File: config.mk
export PLATFORM = sky130hd
export DESIGN_NAME = dgp_port
export DESIGN_NICKNAME = d
export VERILOG_FILES = /design/src/design/dgp_port.v
export VERILOG_INCLUDE_DIRS = /design/src /design/src/design
export SDC_FILE = /design/constraint.sdc
export NUM_CORES = 1
export LEC_CHECK = 0
export BUFFER_PORTS_ARGS = -buffer_cell sky130_fd_sc_hd__buf_4
export CORE_MARGIN = 2
export CORE_UTILIZATION = 35
export CTS_BUF_LIST = sky130_fd_sc_hd__clkbuf_16
export CTS_CLUSTER_SIZE = 8
export DETAILED_ROUTE_END_ITERATION = 12
export GPL_ROUTABILITY_DRIVEN = 1
export PLACE_DENSITY_LB_ADDON = 0.12
export SLEW_MARGIN = 5
export SYNTH_ARGS = -nofsm -noshare
export SYNTH_HDL_FRONTEND = slang
export SYNTH_SLANG_ARGS = --single-unit
File: constraint.sdc
create_clock -name core_clk_i -period 1.25 [get_ports core_clk_i]
set_input_delay 0.125 -clock core_clk_i [delete_from_list [all_inputs] [get_ports core_clk_i]]
set_output_delay 0.125 -clock core_clk_i [all_outputs]
set_load 0.05 [all_outputs]
File: src/design/dgp_consts.vh
// Constants for the dual general-purpose pin port block.
// Assumes inclusion by bare name from the design file only.
`ifndef DGP_CONSTS_VH
`define DGP_CONSTS_VH

// =====================================================================
// Register offsets
// =====================================================================
`define DGP_ADDR_W              8
`define DGP_OFS_PORT0_DATA      8'h00
`define DGP_OFS_PORT1_DATA      8'h01
`define DGP_OFS_PORT0_SEL_LOW   8'h0A
`define DGP_OFS_PORT0_SEL_HIGH  8'h0B
`define DGP_OFS_PORT1_SEL_LOW   8'h0C
`define DGP_OFS_PORT1_SEL_HIGH  8'h0D
`define DGP_OFS_IRQ_STATUS      8'h10
`define DGP_OFS_IRQ_MASK        8'h11
`define DGP_OFS_IRQ_STATUS1     8'h12
`define DGP_OFS_IRQ_MASK1       8'h13

// =====================================================================
// Reset values and field codes
// =====================================================================
`define DGP_RST_BYTE            8'h00
`define DGP_RST_STATUS          16'h0000
`define DGP_RD_ZERO             8'h00
`define DGP_SMALL_PORT1_MASK    8'h03
`define DGP_FULL_PORT1_MASK     8'hFF

// Drive strength codes reported per pin.
`define DGP_DRV_HIZ             3'h0
`define DGP_DRV_SINK_LOW        3'h1
`define DGP_DRV_SINK_MED        3'h2
`define DGP_DRV_SINK_HIGH       3'h3
`define DGP_DRV_HIGH            3'h4
`define DGP_DRV_PULLUP          3'h5

`endif

File: src/design/dgp_port.v
// Two general-purpose pin ports with per-pin drive selection.
// Assumes a synchronous register port from the core and pad cells that
// turn the per-pin enable, pull-up, sink and threshold controls into levels.
`timescale 1ns/100ps
`default_nettype none
`include "dgp_consts.vh"

// Functional notes
// RULE_01: Port zero eight pins; port one two or eight.
// RULE_02: Data write stores outputs; read returns pin levels.
// RULE_03: Each pin driven by data plus two selects.
// RULE_04: Reset clears data and selects: all high-impedance.
// RULE_05: Both selects zero: pin undriven, reads external.
// RULE_06: TTL only when selects zero, data one.
// RULE_07: High select only, data zero: weak sink.
// RULE_08: Low select only, data zero: medium sink.
// RULE_09: Both selects, data zero: strongest sink.
// RULE_10: Low select, data one: drive high.
// RULE_11: High select only, data one: resistive pull-up.
// RULE_12: Firmware toggles low select for open drain.
// RULE_13: Each pin selectable as interrupt source.
// RULE_14: Data registers at 0x00, 0x01, read/write.
// RULE_15: Port zero selects at 0x0A, 0x0B, write-only.
// RULE_16: Port one selects at 0x0C, 0x0D, write-only.
// RULE_17: Select reads zero; absent pins have no effect.
module dgp_port #(
    parameter LARGE_PACKAGE = 1
) (
    input  wire        core_clk_i,
    input  wire        rst_b_i,
    input  wire        clk_en_i,
    input  wire [7:0]  reg_addr_i,
    input  wire [7:0]  reg_wdata_i,
    input  wire        reg_wr_i,
    input  wire        reg_rd_i,
    output reg  [7:0]  reg_rdata_o,
    input  wire [15:0] pin_level_i,
    output wire [15:0] pin_drive_b_o,
    output wire [15:0] pin_drive_high_o,
    output wire [15:0] pin_pullup_o,
    output wire [47:0] pin_strength_o,
    output wire [15:0] pin_ttl_o,
    output wire        irq_o
);

    // =================================================================
    // Pin mode decode
    // =================================================================
    // Returns {drive_enable, level_high, pullup, ttl, strength[2:0]}.
    function [6:0] dgp_decode;
        input data;
        input sel_low;
        input sel_high;
        begin
            case ({sel_high, sel_low, data})
                3'b000: dgp_decode = {4'b0000, `DGP_DRV_HIZ};        // RULE_05 RULE_06
                3'b001: dgp_decode = {4'b0001, `DGP_DRV_HIZ};        // RULE_06
                3'b100: dgp_decode = {4'b1000, `DGP_DRV_SINK_LOW};   // RULE_07
                3'b010: dgp_decode = {4'b1000, `DGP_DRV_SINK_MED};   // RULE_08
                3'b110: dgp_decode = {4'b1000, `DGP_DRV_SINK_HIGH};  // RULE_09
                3'b011: dgp_decode = {4'b1100, `DGP_DRV_HIGH};       // RULE_10
                3'b111: dgp_decode = {4'b1100, `DGP_DRV_HIGH};       // RULE_10
                default: dgp_decode = {4'b0010, `DGP_DRV_PULLUP};    // RULE_11
            endcase
        end
    endfunction

    // =================================================================
    // Registers
    // =================================================================
    reg  [7:0]  port_zero_pin_data;
    reg  [7:0]  port_one_pin_data;
    reg  [7:0]  port_zero_drive_select_low;
    reg  [7:0]  port_zero_drive_select_high;
    reg  [7:0]  port_one_drive_select_low;
    reg  [7:0]  port_one_drive_select_high;
    reg  [15:0] irq_status;
    reg  [15:0] irq_mask;
    reg  [15:0] pin_level_q;
    wire [7:0]  port1_mask;
    wire [15:0] data_all;
    wire [15:0] sel_low_all;
    wire [15:0] sel_high_all;
    wire [15:0] pin_present;
    wire [15:0] pin_edge;
    wire [15:0] status_clr;
    wire [15:0] status_set;
    reg  [7:0]  next_rdata;

    // Pins absent on the small package are forced to high-impedance.
    assign port1_mask   = (LARGE_PACKAGE != 0) ? `DGP_FULL_PORT1_MASK
                                               : `DGP_SMALL_PORT1_MASK;  // RULE_01
    assign pin_present  = {port1_mask, `DGP_FULL_PORT1_MASK};            // RULE_17
    // Data bits of absent pins are masked too, so they cannot select TTL.
    assign data_all     = {port_one_pin_data, port_zero_pin_data} & pin_present;
    assign sel_low_all  = {port_one_drive_select_low, port_zero_drive_select_low}
                          & pin_present;
    assign sel_high_all = {port_one_drive_select_high, port_zero_drive_select_high}
                          & pin_present;

    always @(posedge core_clk_i) begin
        if (!rst_b_i) begin
            port_zero_pin_data          <= `DGP_RST_BYTE;  // RULE_04
            port_one_pin_data           <= `DGP_RST_BYTE;
            port_zero_drive_select_low  <= `DGP_RST_BYTE;
            port_zero_drive_select_high <= `DGP_RST_BYTE;
            port_one_drive_select_low   <= `DGP_RST_BYTE;
            port_one_drive_select_high  <= `DGP_RST_BYTE;
            irq_mask                    <= `DGP_RST_STATUS;
        end else if (clk_en_i && reg_wr_i) begin
            if (reg_addr_i == `DGP_OFS_PORT0_DATA) begin
                port_zero_pin_data <= reg_wdata_i;            // RULE_02 RULE_14
            end else if (reg_addr_i == `DGP_OFS_PORT1_DATA) begin
                port_one_pin_data <= reg_wdata_i;             // RULE_14
            end else if (reg_addr_i == `DGP_OFS_PORT0_SEL_LOW) begin
                port_zero_drive_select_low <= reg_wdata_i;    // RULE_15
            end else if (reg_addr_i == `DGP_OFS_PORT0_SEL_HIGH) begin
                port_zero_drive_select_high <= reg_wdata_i;   // RULE_15
            end else if (reg_addr_i == `DGP_OFS_PORT1_SEL_LOW) begin
                port_one_drive_select_low <= reg_wdata_i;     // RULE_16
            end else if (reg_addr_i == `DGP_OFS_PORT1_SEL_HIGH) begin
                port_one_drive_select_high <= reg_wdata_i;    // RULE_16
            end else if (reg_addr_i == `DGP_OFS_IRQ_MASK) begin
                irq_mask[7:0] <= reg_wdata_i;                 // RULE_13
            end else if (reg_addr_i == `DGP_OFS_IRQ_MASK1) begin
                irq_mask[15:8] <= reg_wdata_i & port1_mask;
            end
        end
    end

    // =================================================================
    // Per-pin drive outputs
    // =================================================================
    genvar g;
    generate
        for (g = 0; g < 16; g = g + 1) begin : g_pin
            wire [6:0] mode;
            assign mode = dgp_decode(data_all[g], sel_low_all[g], sel_high_all[g]); // RULE_03
            assign pin_drive_b_o[g]       = ~mode[6];
            assign pin_drive_high_o[g]    = mode[5];
            assign pin_pullup_o[g]        = mode[4];
            assign pin_ttl_o[g]           = mode[3];
            assign pin_strength_o[3*g+:3] = mode[2:0];
        end
    endgenerate

    // =================================================================
    // Pin change interrupts
    // =================================================================
    // A change on any present pin sets its status bit; a set in the same
    // cycle as a write-one clear is kept so no event is lost.
    assign pin_edge   = (pin_level_i ^ pin_level_q) & pin_present;
    assign status_clr = (clk_en_i && reg_wr_i && reg_addr_i == `DGP_OFS_IRQ_STATUS)
                        ? {8'h00, reg_wdata_i}
                        : ((clk_en_i && reg_wr_i
                            && reg_addr_i == `DGP_OFS_IRQ_STATUS1)
                           ? {reg_wdata_i, 8'h00} : 16'h0000);
    assign status_set = pin_edge;

    always @(posedge core_clk_i) begin
        if (!rst_b_i) begin
            irq_status  <= `DGP_RST_STATUS;
            pin_level_q <= `DGP_RST_STATUS;
        end else if (clk_en_i) begin
            pin_level_q <= pin_level_i;
            irq_status  <= (irq_status & ~status_clr) | status_set;  // RULE_13
        end
    end

    assign irq_o = |(irq_status & irq_mask);

    // =================================================================
    // Read path
    // =================================================================
    always @* begin
        if (reg_addr_i == `DGP_OFS_PORT0_DATA) begin
            next_rdata = pin_level_i[7:0];                 // RULE_02
        end else if (reg_addr_i == `DGP_OFS_PORT1_DATA) begin
            next_rdata = pin_level_i[15:8] & port1_mask;   // RULE_01
        end else if (reg_addr_i == `DGP_OFS_IRQ_STATUS) begin
            next_rdata = irq_status[7:0];
        end else if (reg_addr_i == `DGP_OFS_IRQ_STATUS1) begin
            next_rdata = irq_status[15:8];
        end else if (reg_addr_i == `DGP_OFS_IRQ_MASK) begin
            next_rdata = irq_mask[7:0];
        end else if (reg_addr_i == `DGP_OFS_IRQ_MASK1) begin
            next_rdata = irq_mask[15:8];
        end else begin
            next_rdata = `DGP_RD_ZERO;                     // RULE_17
        end
    end

    always @(posedge core_clk_i) begin
        if (!rst_b_i) begin
            reg_rdata_o <= `DGP_RD_ZERO;
        end else if (clk_en_i) begin
            reg_rdata_o <= reg_rd_i ? next_rdata : `DGP_RD_ZERO;
        end
    end

endmodule // dgp_port
`default_nettype wire

==> reports/metrics.cfg, run 1 <==
[worst_setup_path]
worstPathCellList=a22o_1, a221oi_2, nand4_1, buf_6
cp_num_buf_inv=1
endpoint_kind=output pin
cp_top_family=compound AO/OA/AOI/OAI gates
crit_type=flop to output pin
critPathMaxStageDelay_ns=0.35
worstSetupStartpointType=flop
slowest_stage=dfxtp_2
crit_arrival_ns=1.50
critPathMaxFanout=2
worstPathRequired_ns=1.12

[cells_and_area]
area_growth_pct=60.3
finalNonFillerCells=1043
multi_input_area_sq_um=3900
utilization=0.571
reg_top3=irq_mask x16, irq_status x16, pin_level_q x16
finish.net_count=860
drive_gt1_frac=0.513
register_area_sq_um=2260
fillCellCount=1380
n_antenna_cell=0

[detailed_routing]
dr.pass1.iters=4
drc=0
routed_wl_um=18100
post_drt_wl_per_cell_um=17.3
postRouteAntennaNets=0
via_per_inst=5.04
dr.first_iter.drc_count=243
num_vias=5255

[clock_network]
cts.sinks=104
h-tree-depth=3
clkTransAtPathRegs_ns=0.07
cts_root_buf=clkbuf_16
clk_latency_ns=0.35
cts_max_path_buffers=2
cts_buffers=9
cts_tree=yes

[sta]
max-slew-margin-rel=0.579
period_share=1.30
hold_viol_final=0
max_freq_mhz=614
fin_ws_ns=-0.379
rsz0062_at_grt=true
skew_ns=0.00822
period_needed_ns=1.63
setup_viol=36
whs_ns=0.0572
worst_pin_slew_ns=0.629
slew_viol_final=0

[logic_synthesis]
synth_cell_type_count=42
ys_seq_area_frac=0.370
async_flop_share=0
netlist_top_cells_area=dfxtp_1 (37%), mux2i_1 (12%), nor2b_1 (11%), a22o_1 (2.8%), nand2_1 (2.8%)
synth-edff-count=0
yosysWarnings=0
yosysTopAreaCellShare=0.370
synth.avg_cell_area_sq_um=8.84
netlist_area_sq_um=5620
yosys-top-cells-count=dfxtp_1 (104), nor2b_1 (100), mux2i_1 (65)
synthFlopType=dfxtp_1
synthCells=636
synth.ff_latch_count=104
yosysTopAreaCell=dfxtp_1
yosysMostFrequentCell=dfxtp_1
synth_fp_nets=673

[power_and_ir_drop]
powerDensity_nw_per_um2=739
switching_share=0.254
switchingPower_mw=1.69
power_frac_comb=0.108
seqPwrFrac=0.506
p_clk_frac=0.386
p_int_mw=4.96
vdd_ir_drop_max_mv=0.525
p_leak_nw=3.75

[global_routing]
antenna_found_initial=0
grt_remaining_overflow=0
grt_util_met2=0.356
gr-usage-met1=0.271
first_global_vias=4995
met3_usage=0.0220
grt_max_degree=47
grt.total_usage=0.206
busiest_layer=met2
grt_pass1_wl_um=27000

[placed_design]
port_buffers=157
dp_cells=1022
dp_slack_ns=-0.262
dp_hpwl_um=13100
place_congestion=0.906

[floorplan]
die_h_um=131
core_sq_um=15800
io_pins=158
die_area_sq_um=17100
row_count=46
initial_core_util=0.356
dieWidth_um=131

[job]
maxCapViolCount=0

[status]
status=finished, violations left
violations=negative setup slack

[min_path]
min_path_type=primary input to flop

-- what timing repair did --
| action | 4_1_cts | 5_1_grt |
|---|---|---|
| pin swaps | 39 | 23 |
| buffers inserted | 3 | 3 |
| endpoints found under the setup margin | 113 | 100 |
| gates resized for setup | 194 | 151 |
| hold buffers | 0 | 0 |
| hold endpoints to repair | 0 | 0 |
-- metal layers --
metal / up-vias / wire, um
met3: 23 / 774
li1: 2588 / -
met4: 0 / 309
met1: 2494 / 7940
met2: 150 / 9050
met5: - / 0
-- metrics by stage --
stage / power, mW / setup TNS (ns) / cell area [sq um]
after CTS: 6.75 / -1.26 / 8420
after detailed placement: 4.26 / -16.03 / 7650
final: 6.66 / -1.34 / 9010
after global routing: 6.92 / -3.18 / 9010
after floorplan: 3.92 / -5.01 / 6010
after global placement: 4.24 / -15.20 / 7650
-- kinds of logic after synthesis --
logic type | synth area share
and+or+nand+nor | 0.274
muxes | 0.118
AOI/OAI and AO/OA | 0.148
xor gates and xnor gates | 0.0249
DFF | 0.370
buffers and inverters | 0.0639
-- area by class of cell --
class,count,area share
tap,216,0.0300
clock inverter,6,0.00403
sequential,104,0.251
inverter,26,0.0167
multi-input combinational,468,0.433
timing repair buffer,214,0.240
clock buffer,9,0.0250
-- worst register-to-register path, cell delays in order, from the launching register on --
cell and delay [ns]:
dfxtp_1 0.35, mux2_2 0.27, a21oi_1 0.18, o22a_1 0.17
o21ai_0 0.08
-- worst paths after layout --
| path | from | end | slack (ns) | depth (start not counted) |
|---|---|---|---|---|
| setup / recovery | irq_status[5] | irq_o | -0.38 | 4 |
| hold reg to reg | port_one_pin_data[1] | port_one_pin_data[1] | 0.50 | 2 |
| setup reg to reg | irq_mask[7] | reg_rdata_o[7] | 0.10 | 4 |
| hold / removal | pin_level_i[15] | pin_level_q[15] | 0.06 | 3 |
-- cells in the final DEF (no fill, tap or decap), drive strengths merged, types with 8 or more instances in the layout --
master,count
nor3b,16
a21oi,31
dfxtp,104
nor2b,100
nand3,23
inv,27
nor3,18
a21boi,25
a32o,8
and2,18
nor2,34
xor2,16
buf,214
clkbuf,9
o21ai,9
a22o,18
nand2,42
mux2i,65
-- power by group through the flow --
| stage | logic [mW] | registers [mW] | clock network, mW |
|---|---|---|---|
| after CTS | 0.716 | 3.41 | 2.63 |
| after global placement | 0.702 | 3.54 | 0 |
| final | 0.716 | 3.37 | 2.57 |
| after global routing | 0.778 | 3.38 | 2.76 |
| after floorplan | 0.403 | 3.52 | 0 |
| after detailed placement | 0.712 | 3.54 | 0 |
Note: power is estimated with default switching activity, not from simulation.
==> run 2: changes to the inputs <==
- MAX_ROUTING_LAYER: default -> met4
- clock period: 1.25 -> 1.9 ns (I/O delays scaled with it)
==> run 2 against run 1 <==
Compared with the run above:
- the flow now finishes without violations
- setup slack improved by 0.49 ns
- worst hold slack better by 0.067 ns
- core utilization is 12 points lower
==> reports/metrics.cfg, run 2 (synthesis results as in run 1) <==
[status]
status=completed

[worst_setup_path]
slowest_stage=dfxtp_1
worstPathCellList=a22o_1, a221oi_1, nand4_1, buf_4
crit_start=irq_status[1]
path_depth=4
crit_arrival_ns=1.59
cp_top_family=compound AO/OA/AOI/OAI gates
crit_type=flop to output pin
worstPathRequired_ns=1.71
cp_num_buf_inv=1
r2r_start=irq_mask[3]
rrSetupSlack_ns=0.75
worstReg2RegEnd=reg_rdata_o[3]
endpoint_kind=output pin
critPathCapture=irq_o
ff2ff_path_depth=4
critPathMaxFanout=3
worstSetupStartpointType=flop
critPathMaxStageDelay_ns=0.37

[detailed_routing]
dr.pass1.iters=4
via_per_inst=4.98
drc=0
postRouteAntennaNets=0
post_drt_wl_per_cell_um=15.6
num_vias=4971
routed_wl_um=15600
dr.first_iter.drc_count=242

[global_routing]
antenna_found_initial=0
grt_remaining_overflow=0
grt_pass1_wl_um=24200
grt_max_degree=64
first_global_vias=4588
grt.total_usage=0.188

[clock_network]
cts_tree=yes
clkTransAtPathRegs_ns=0.08
h-tree-depth=3
cts_root_buf=clkbuf_16
cts_max_path_buffers=2
cts_buffers=9
post_cts_buffers=0
cts.sinks=104
hold_buffers=0
clk_latency_ns=0.35
cts-resized-gates=0

[placed_design]
place_congestion=0.926
dp_hpwl_um=11800
port_buffers=157
dp_cells=983

[sta]
period_share=0.939
hold_viol_final=0
max-slew-margin-rel=0.651
skew_ns=0.00785
fin_tns_setup_ns=0
setup_viol=0
max_freq_mhz=560
slew_viol_final=0
worst_pin_slew_ns=0.523
rsz0062_at_grt=false
period_needed_ns=1.78

[floorplan]
initial_core_util=0.356
core_sq_um=15800
die_area_sq_um=17100
die_h_um=131
dieWidth_um=131
row_count=46
io_pins=158

[power_and_ir_drop]
powerDensity_nw_per_um2=627
vdd_ir_drop_max_mv=0.341
p_leak_nw=3.25

[job]
maxCapViolCount=0

[cells_and_area]
utilization=0.456
drive_gt1_frac=0.248
n_antenna_cell=0
area_growth_pct=27.9
fillCellCount=1596
register_area_sq_um=2080
multi_input_area_sq_um=3180
reg_top3=irq_mask x16, irq_status x16, pin_level_q x16
mostFrequentLayoutCell=buf_4
finish.net_count=815
final_cell_mix=buf_4 (169), dfxtp_1 (104), nor2b_1 (100), mux2i_1 (65), nand2_1 (42)
finalNonFillerCells=999

[min_path]
min_path_type=primary input to flop

run 2: cell count changes in the layout (fill, tap and decap cells not counted), sizes merged:
cell / before / now
clkinvlp: 2 / 0
clkinv: 3 / 2
buf: 214 / 169
inv: 27 / 31
run 2: worst min path at each step:
stage                         startpoint  slack (ns)  cells past startpoint              endpoint
finish                    pin_level_i[8]        0.12                      3        pin_level_q[8]
global route             pin_level_i[11]        0.13                      3       pin_level_q[11]
detailed placement  port_one_pin_data[1]        0.49                      2  port_one_pin_data[1]
floorplan                pin_level_i[10]        0.36                      2       pin_level_q[10]
CTS                      pin_level_i[11]        0.12                      3       pin_level_q[11]
global placement         pin_level_i[14]        0.48                      3       pin_level_q[14]
run 2: through the flow:
step	hold WS [ns]	instance area, sq um	power, mW	setup WS [ns]
floorplan	0.360	5620	2.57	0.130
global placement	0.479	6900	2.73	0.227
detailed placement	0.486	6900	2.74	0.164
CTS	0.121	7190	4.55	0.0792
global route	0.132	7190	4.68	0.0241
finish	0.125	7190	4.51	0.115
run 2: final cells by class:
class,instances,area share
repair buffers,169,0.177
multi-input cells,468,0.442
well taps,216,0.0376
flip-flops and latches,104,0.290
clock buffers,9,0.0313
clock inverters,7,0.00888
inverters,26,0.0136
run 2: report_power, final:
part           internal (mW)  switching, mW
Clock                  0.923          0.899
Combinational          0.176          0.227
Sequential              2.23         0.0496
Total                   3.33           1.18
run 2: metal layers:
metal	up-vias	track usage	share of wire
met5	-	-	0
li1	2497	-	-
met1	2302	0.245	0.46
met4	0	0.0707	0.021
met3	21	0.0269	0.052
met2	151	0.298	0.47
run 2: worst register-to-register path, delay by kind of cell, from the launching register on:
| family | cells | cell delay (ns) |
|---|---|---|
| flops | 1 | 0.37 |
| compound gates | 4 | 0.72 |
==> run 3: changes to the inputs <==
- CTS_CLUSTER_DIAMETER: default -> 40
- MAX_ROUTING_LAYER: met4 -> default
- clock period: 1.9 -> 2.2 ns (I/O delays scaled with it)
==> run 3 against run 2 <==
Compared with the run above:
- clock skew down 0.0020 ns
- register-to-register slack better by 0.32 ns
- via count up 0.24%
- setup slack better by 0.21 ns
- sequential power down 14%
- core utilization about the same
- final cell count down 0.50%
- count of clock-buffer cells in the layout unchanged
- largest cell class unchanged
- non-clock buffer count down 5
- critical path depth unchanged
- worst hold slack better by 0.030 ns
==> reports/metrics.cfg, run 3 (synthesis results as in run 1) <==
[status]
status=completed

[clock_network]
cts_tree=yes
hold_buffers=0
cts_root_buf=clkbuf_16
post_cts_buffers=0
clkTransAtPathRegs_ns=0.07
cts_max_path_buffers=2
h-tree-depth=3
cts-resized-gates=0
clk_latency_ns=0.35
cts.sinks=104
cts_buffers=9

[sta]
skew_ns=0.00584
hold_viol_final=0
period_share=0.850
rsz0062_at_grt=false
setup_viol=0
slew_viol_final=0
worst_pin_slew_ns=0.545
whs_ns=0.155
max_freq_mhz=534
period_needed_ns=1.87
max-slew-margin-rel=0.635
fin_tns_setup_ns=0

[worst_setup_path]
crit_arrival_ns=1.65
crit_type=flop to output pin
worstSetupStartpointType=flop
worstPathCellList=a22o_1, a221oi_1, nand4_1, buf_4
critPathMaxFanout=3
slowest_stage=dfxtp_1
critPathMaxStageDelay_ns=0.37
rrSetupSlack_ns=1.07
endpoint_kind=output pin
cp_num_buf_inv=1
cp_top_family=compound AO/OA/AOI/OAI gates
worstPathRequired_ns=1.98

[floorplan]
row_count=46
initial_core_util=0.356
die_h_um=131
io_pins=158
dieWidth_um=131
die_area_sq_um=17100
core_sq_um=15800

[power_and_ir_drop]
p_total_mw=4.05
vdd_ir_drop_max_mv=0.296
p_leak_nw=3.24
powerDensity_nw_per_um2=564

[cells_and_area]
n_antenna_cell=0
utilization=0.455
fillCellCount=1549
mostFrequentLayoutCell=buf_4
area_growth_pct=27.7
reg_top3=irq_mask x16, irq_status x16, pin_level_q x16
finish.net_count=810
drive_gt1_frac=0.243
final_cell_mix=buf_4 (164), dfxtp_1 (104), nor2b_1 (100), mux2i_1 (65), nand2_1 (42)

[detailed_routing]
post_drt_wl_per_cell_um=15.9
num_vias=4983
dr.pass1.iters=6
via_per_inst=5.01
dr.first_iter.drc_count=371
routed_wl_um=15800
postRouteAntennaNets=0
drc=0

[global_routing]
first_global_vias=4528
grt_pass1_wl_um=24500
grt.total_usage=0.185
grt_util_met2=0.295
met3_usage=0.0261
busiest_layer=met2
grt_remaining_overflow=0
grt_max_degree=41
gr-usage-met1=0.252
antenna_found_initial=0

[placed_design]
port_buffers=157
place_congestion=0.979
dp_hpwl_um=11800

[min_path]
min_path_type=primary input to flop

[job]
maxCapViolCount=0

==> run 3: metal layers <==
metal | up-vias | wire (um)
li1 | 2477 | -
met1 | 2295 | 7230
met2 | 181 | 7170
met3 | 30 | 1010
met4 | 0 | 417
met5 | - | 0
==> run 3: worst register-to-register path, stage by stage (launching register included) <==
cell and delay, ns:
dfxtp_1 0.38, a21o_1 0.13, o221ai_1 0.16, o22ai_1 0.25, a22o_1 0.16
==> run 3: final cells by class <==
| cell class | count | area, sq um | share of cell area |
|---|---|---|---|
| Tap cell | 216 | 270 | 0.0376 |
| Inverter | 26 | 97.6 | 0.0136 |
| Timing Repair Buffer | 164 | 1230 | 0.171 |
| Clock buffer | 9 | 225 | 0.0314 |
| Multi-Input combinational cell | 468 | 3180 | 0.443 |
| Sequential cell | 104 | 2080 | 0.290 |
| Clock inverter | 7 | 93.8 | 0.0131 |
==> run 3: final timing paths <==
| check | endpoint | startpoint | depth (start not counted) |
|---|---|---|---|
| setup / recovery | irq_o | irq_status[4] | 4 |
| hold / removal | pin_level_q[10] | pin_level_i[10] | 3 |
| setup reg to reg | reg_rdata_o[3] | irq_mask[3] | 4 |
| hold reg to reg | port_zero_pin_data[1] | port_zero_pin_data[1] | 2 |
==> run 3: where the power goes <==
group          total, mW  internal [mW]  switching, mW
clock network       1.73          0.999          0.729
logic              0.349          0.151          0.198
registers           1.97           1.93         0.0434
total               4.05           3.08          0.970
==> run 3: through the flow <==
step,std cells,worst slack (ns),instance area (sq um)
after floorplan,636,0.400,5620
after global placement,978,0.410,6860
after detailed placement,978,0.378,6860
after CTS,994,0.328,7180
after global routing,994,0.324,7180
final,994,0.329,7180
